File: src/hw/i2c_tenbit_pkg.sv
// constants for the ten-bit multi-address target matcher
package i2c_tenbit_pkg;
  localparam int           ADDR_WIDTH   = 10;
  localparam int           MAX_ADDRS    = 4;
  localparam logic [4:0]   TENBIT_PREFIX = 5'h1e;
  localparam int           PREFIX_LSB   = 3;
  localparam int           HIGH_LSB     = 1;
  localparam int           DIR_BIT      = 0;
  localparam logic [9:0]   OWN_ADDR_RESET = 10'h000;
endpackage

File: src/hw/i2c_tenbit_match.sv
// ten-bit own-address recognition with up to four identities
// Functional notes
// - hold up to four separate ten-bit identities
// - first byte is 11110, two MSBs, direction
// - second byte holds the low eight bits
// - ack first byte on any upper-bit match
// - ack second byte only on one-address match
// - only full match receives following data
module i2c_tenbit_match #(
  parameter int NUM_ADDRS = 4
) (
  // clock and reset
  input  wire logic                   clk,
  input  wire logic                   rst,
  // configuration
  input  wire logic                   multiEnable,
  input  wire logic [NUM_ADDRS-1:0]   ownEnable,
  input  wire logic [NUM_ADDRS*10-1:0] ownAddr,
  // byte stream from the bus shifter
  input  wire logic                   startSeen,
  input  wire logic                   stopSeen,
  input  wire logic                   byteValid,
  input  wire logic [7:0]             byteData,
  // acknowledge and data outputs
  output logic                        ackDrive,
  output logic                        selected,
  output logic [1:0]                  matchIndex,
  output logic                        dataValid,
  output logic [7:0]                  dataOut
);

  // parameter range check at elaboration
  if (NUM_ADDRS < 1 || NUM_ADDRS > i2c_tenbit_pkg::MAX_ADDRS) begin : g_bad_count
    $error("NUM_ADDRS out of range");
  end

  typedef enum logic [1:0] {IDLE, SECOND, DATA, IGNORE} phase_t;

  typedef struct packed {
    phase_t                 phase;
    logic [NUM_ADDRS-1:0]   candidate;
    logic [1:0]             firstHigh;
    logic                   ackDrive;
    logic                   selected;
    logic [1:0]             matchIndex;
    logic                   dataValid;
    logic [7:0]             dataOut;
  } state_t;

  state_t s;
  state_t next_s;

  // identity i out of the packed address bus
  function automatic logic [9:0] addrOf(input logic [NUM_ADDRS*10-1:0] all, input int i);
    addrOf = all[i*10 +: 10];
  endfunction

  // upper two bits of an identity
  function automatic logic [1:0] highOf(input logic [9:0] a);
    highOf = a[9:8];
  endfunction

  // lower eight bits of an identity
  function automatic logic [7:0] lowOf(input logic [9:0] a);
    lowOf = a[7:0];
  endfunction

  logic [NUM_ADDRS-1:0] highHit;
  logic [NUM_ADDRS-1:0] fullHit;
  logic                 firstOk;
  logic                 anyFull;
  logic                 firstPass;
  logic [1:0]           byteHigh;
  logic [9:0]           matchedAddr;
  logic                 matchedOn;

  always_comb begin
    byteHigh = byteData[i2c_tenbit_pkg::HIGH_LSB +: 2];
    firstOk  = byteData[7:i2c_tenbit_pkg::PREFIX_LSB] == i2c_tenbit_pkg::TENBIT_PREFIX;
    for (int i = 0; i < NUM_ADDRS; i++) begin
      highHit[i] = ownEnable[i] && (highOf(addrOf(ownAddr, i)) == byteHigh);
      fullHit[i] = s.candidate[i] && (lowOf(addrOf(ownAddr, i)) == byteData);
    end
    anyFull   = |fullHit;
    firstPass = firstOk && |highHit;
  end

  // identity named by the registered index, for the checks below
  always_comb begin
    matchedAddr = addrOf(ownAddr, int'(s.matchIndex));
    matchedOn   = ownEnable[s.matchIndex];
  end

  always_comb begin
    next_s           = s;
    next_s.ackDrive  = 1'b0;
    next_s.dataValid = 1'b0;
    if (startSeen || stopSeen || !multiEnable) begin
      next_s.phase     = IDLE;
      next_s.selected  = 1'b0;
      next_s.candidate = '0;
    end else if (byteValid) begin
      unique case (s.phase)
        IDLE: begin
          if (firstOk && |highHit) begin
            next_s.phase     = SECOND;
            next_s.candidate = highHit;
            next_s.firstHigh = byteHigh;
            next_s.ackDrive  = 1'b1;
          end else begin
            next_s.phase = IGNORE;
          end
        end
        SECOND: begin
          if (|fullHit) begin
            next_s.phase    = DATA;
            next_s.selected = 1'b1;
            next_s.ackDrive = 1'b1;
            for (int i = NUM_ADDRS - 1; i >= 0; i--) begin
              if (fullHit[i]) begin
                next_s.matchIndex = 2'(i);
              end
            end
          end else begin
            next_s.phase = IGNORE;
          end
        end
        DATA: begin
          next_s.dataValid = 1'b1;
          next_s.dataOut   = byteData;
          next_s.ackDrive  = 1'b1;
        end
        IGNORE: begin
          next_s.phase = IGNORE;
        end
      endcase
    end
  end

  always_ff @(posedge clk) begin
    if (rst) begin
      s <= '{phase: IDLE, candidate: '0, firstHigh: 2'h0, ackDrive: 1'b0, selected: 1'b0,
             matchIndex: 2'h0, dataValid: 1'b0, dataOut: 8'h00};
    end else begin
      s <= next_s;
    end
  end

  assign ackDrive   = s.ackDrive;
  assign selected   = s.selected;
  assign matchIndex = s.matchIndex;
  assign dataValid  = s.dataValid;
  assign dataOut    = s.dataOut;
endmodule // i2c_tenbit_match

File: config.mk
export PLATFORM = sky130hd
export DESIGN_NAME = i2c_tenbit_match
export DESIGN_NICKNAME = d
export VERILOG_FILES = /design/src/hw/i2c_tenbit_pkg.sv /design/src/hw/i2c_tenbit_match.sv
export SDC_FILE = /design/constraint.sdc
export NUM_CORES = 1
export LEC_CHECK = 0
export BUFFER_PORTS_ARGS = -buffer_cell sky130_fd_sc_hd__buf_2
export CAP_MARGIN = 10
export CORE_AREA = 10 10 67 69
export CTS_BUF_LIST = sky130_fd_sc_hd__clkbuf_8 sky130_fd_sc_hd__clkbuf_16
export CTS_CLUSTER_SIZE = 24
export DETAILED_ROUTE_END_ITERATION = 6
export DIE_AREA = 0 0 77 79
export MAX_ROUTING_LAYER = met4
export PLACE_DENSITY = 0.77
export SKIP_LAST_GASP = 1
export SYNTH_ARGS = -nofsm -noshare
export SYNTH_HDL_FRONTEND = slang
export SYNTH_SLANG_ARGS = --single-unit
File: constraint.sdc
create_clock -name clk -period 2 [get_ports clk]
set_input_delay 0.1 -clock clk [delete_from_list [all_inputs] [get_ports clk]]
set_output_delay 0.1 -clock clk [all_outputs]
set_load 0.01 [all_outputs]
==> results.md <==
* Outcome: finished, final reports clean
* Placer congestion estimate at around 0.9
* First-pass GRT wire length at 6320 um
* Drt pass-1 iters at 4
* DIE HEIGHT at between 70 and 80 um
* Multi-input logic area at 858 um^2
* CTS Root Cell: clkbuf_8
* Share of cells above drive strength 1 at around two fifths
* Worst slew pin tran at between 0.4 and 0.5 ns
* Largest area contributor in the netlist: dfxtp_1
* Post-synth EDFFs at 0
* Worst-Skew Late Latency at 0.25 ns
* FF+latch count, synth at 19
* Final Skew at 0.00267 ns
* Total number of vias at 1230
* # diodes at 0
* Slew HR at 72.4%
* Crit path kind: flop to flop
* Synth top area share at 27.4%
* Synth area leaders: dfxtp_1, xnor2_1, mux2i_1
* Post-Route WL at ~3800 um
* Worst Path Arrival at 1.80 ns
* Synth cell types at 32
* Final Max Slew Viols at 0
* Largest net degree at the start of global routing at 15
* Final setup margin at 0.347 ns
* Htree depth at 1
* Post-CTS Hold Buffers at 0
* DRC viols at 0
* WL/cell at between 10 and 15 um
* Total CTS buffers at 3
* Dpl hpwl at 3280 um
* Most used DFF post-synth: dfxtp_1
* Critical path's slowest cell: a2111oi_4
* CP endpoint kind: flop
* Syn Inst Count at 156
* Initial Utilization at 42.9%
* Port bufs at 70
* Ys Warns at 0
* Die ar. at 0.00608 mm^2
* Clk slew on worst S/H paths at 0.07 ns
* Filler instances at 322
* Critical Path Source Type: flop
* DR vias/cell at 4.75
* Row Count at 21
* Worst Path Max Fanout at 3
* Max-Cap Viols at 0
* Die Wd at 77 um
* CP top delay family: compound AO/OA/AOI/OAI gates
* Post-synthesis net count at ~210
* Antenna Nets Post-Route at 0
* Core area at about 0.0032 mm^2
* Fin. Hold Viols at 0
* Layout Area Growth over Synthesis at 23.4%
* Initial DRC count at 85
* RSZ-0062 raised after global routing: false
* Hold/Removal Path Class: input port to flop
* Post-synthesis sequential area ratio at 27.4%
* Total track usage at 13.0%
* NumNets Final at 272
* Setup violators final at 0
* Mean post-synth cell area at 8.89 um^2
* Post-CTS sizing at 0
* Leakage at 0.803 nW
* Peak supply drop at about 0.00019 V
* Pwr Density at approximately 480 mW/mm^2
* Num ports at 71
* Post-place setup slack at 0.142 ns
* CTS sink cnt at 19
* Top cells by count, synth: xnor2_1, dfxtp_1, nor2_1
* Vias in the first global route at 1324
* Total Neg Setup Slack at 0 ns
* Tmin final at 1.65 ns
* Max Root-Sink Buffers at 2
* Gr ovfl total at 0
* Setup Buffers After CTS at 0
* Peak Freq at slightly above 600 MHz
* Post-synth ARST share at 0%
* CP bufs+invs at 0
* Initial antenna violation count at 0
* Fin crit share at 82.6%
* Critical-path cell list: nand2_1, nor3_2, a31oi_1, a2111oi_4, mux2_4
* Slowest stage delay, CP at 0.45 ns
* Crit path required time at between 2 and 2.5 ns
* Register area at about 380 um^2
* Cell Area, Synth at 0.00139 mm^2
* Count leader, synth: xnor2_1
* CTS tree: done
state kept, by name (all words and copies together) (netlist names):
register / flops
dataOut: 8
s: 6
matchIndex: 2
ackDrive: 1
dataValid: 1
selected: 1
layout by cell type, fill, tap and decap left out:
cell type  synthesis  routed
nor2_1            19      19
dfxtp_1           19      19
nor3_2             1       1
o21a_1             1       1
a2111oi_4          1       1
o311a_1            1       1
nand3_1            7       7
clkbuf_8           0       3
nor3_1             7       7
nand4_1            5       5
mux2_4             1       1
or2_1              1       1
nor3_4             1       1
a211oi_1           1       1
a31oi_1            1       1
nand2b_1           2       2
buf_4             10       2
inv_1              1       2
xnor2_1           30      30
nor2b_4            1       1
a41oi_1            1       1
nand2_1            4       4
buf_2              4      70
and3_1             1       1
nor2b_1            2       2
and4b_1            1       1
mux2i_1            9       9
nor4_2             2       2
a21oi_1            5       5
xor2_1            10      10
o21ai_0            2       2
power by group:
| part | switching (mW) | leakage [nW] | internal, mW |
|---|---|---|---|
| clock network | 0.120 | 0.0269 | 0.136 |
| logic | 0.0927 | 0.624 | 0.0990 |
| registers | 0.000972 | 0.153 | 0.379 |
metrics by stage:
step                hold WS [ns]  util [%]  power [mW]  area (um^2)  cells
floorplan                  0.231         -       0.510         1390    156
global placement           0.396      51.5       0.579         1670    255
detailed placement         0.400      51.5       0.581         1670    255
CTS                        0.130      52.9       0.840         1710    259
global route               0.137      52.9       0.876         1710    259
finish                     0.127      52.9       0.829         1710    259
cell type report:
cell class	instances	share of cell area, %
clock buffer	3	2.41
clock inverter	1	0.219
inverter	1	0.219
multi-input combinational	117	50.2
sequential	19	22.2
tap	46	3.37
timing repair buffer	72	21.4
worst paths after layout:
kind	startpoint	cells past startpoint	endpoint	slack [ns]
min	byteValid	2	ackDrive	0.13
max	s[15]	5	matchIndex[1]	0.35
max reg2reg	s[15]	5	matchIndex[1]	0.35
min reg2reg	dataOut[1]	2	dataOut[1]	0.49
worst register-to-register path, stage by stage, from the launching register on:
cell and delay (ns):
dfxtp_1 0.34, nand2_1 0.06, nor3_2 0.24, a31oi_1 0.13, a2111oi_4 0.45, mux2_4 0.33
cells by family after synthesis:
family / synth area share [%]
AOI/OAI and AO/OA: 7.40
buffers and inverters: 10.6
muxes: 7.58
and+or+nand+nor: 21.7
DFF: 27.4
xor gates and xnor gates: 25.3
layer usage:
metal,part of all wire [%],global-route usage [%]
met1,45,15.1
met3,5.7,2.59
met2,48,21.6
met4,1.6,5.29
met5,0,-
(Power assumes the default switching activity.)
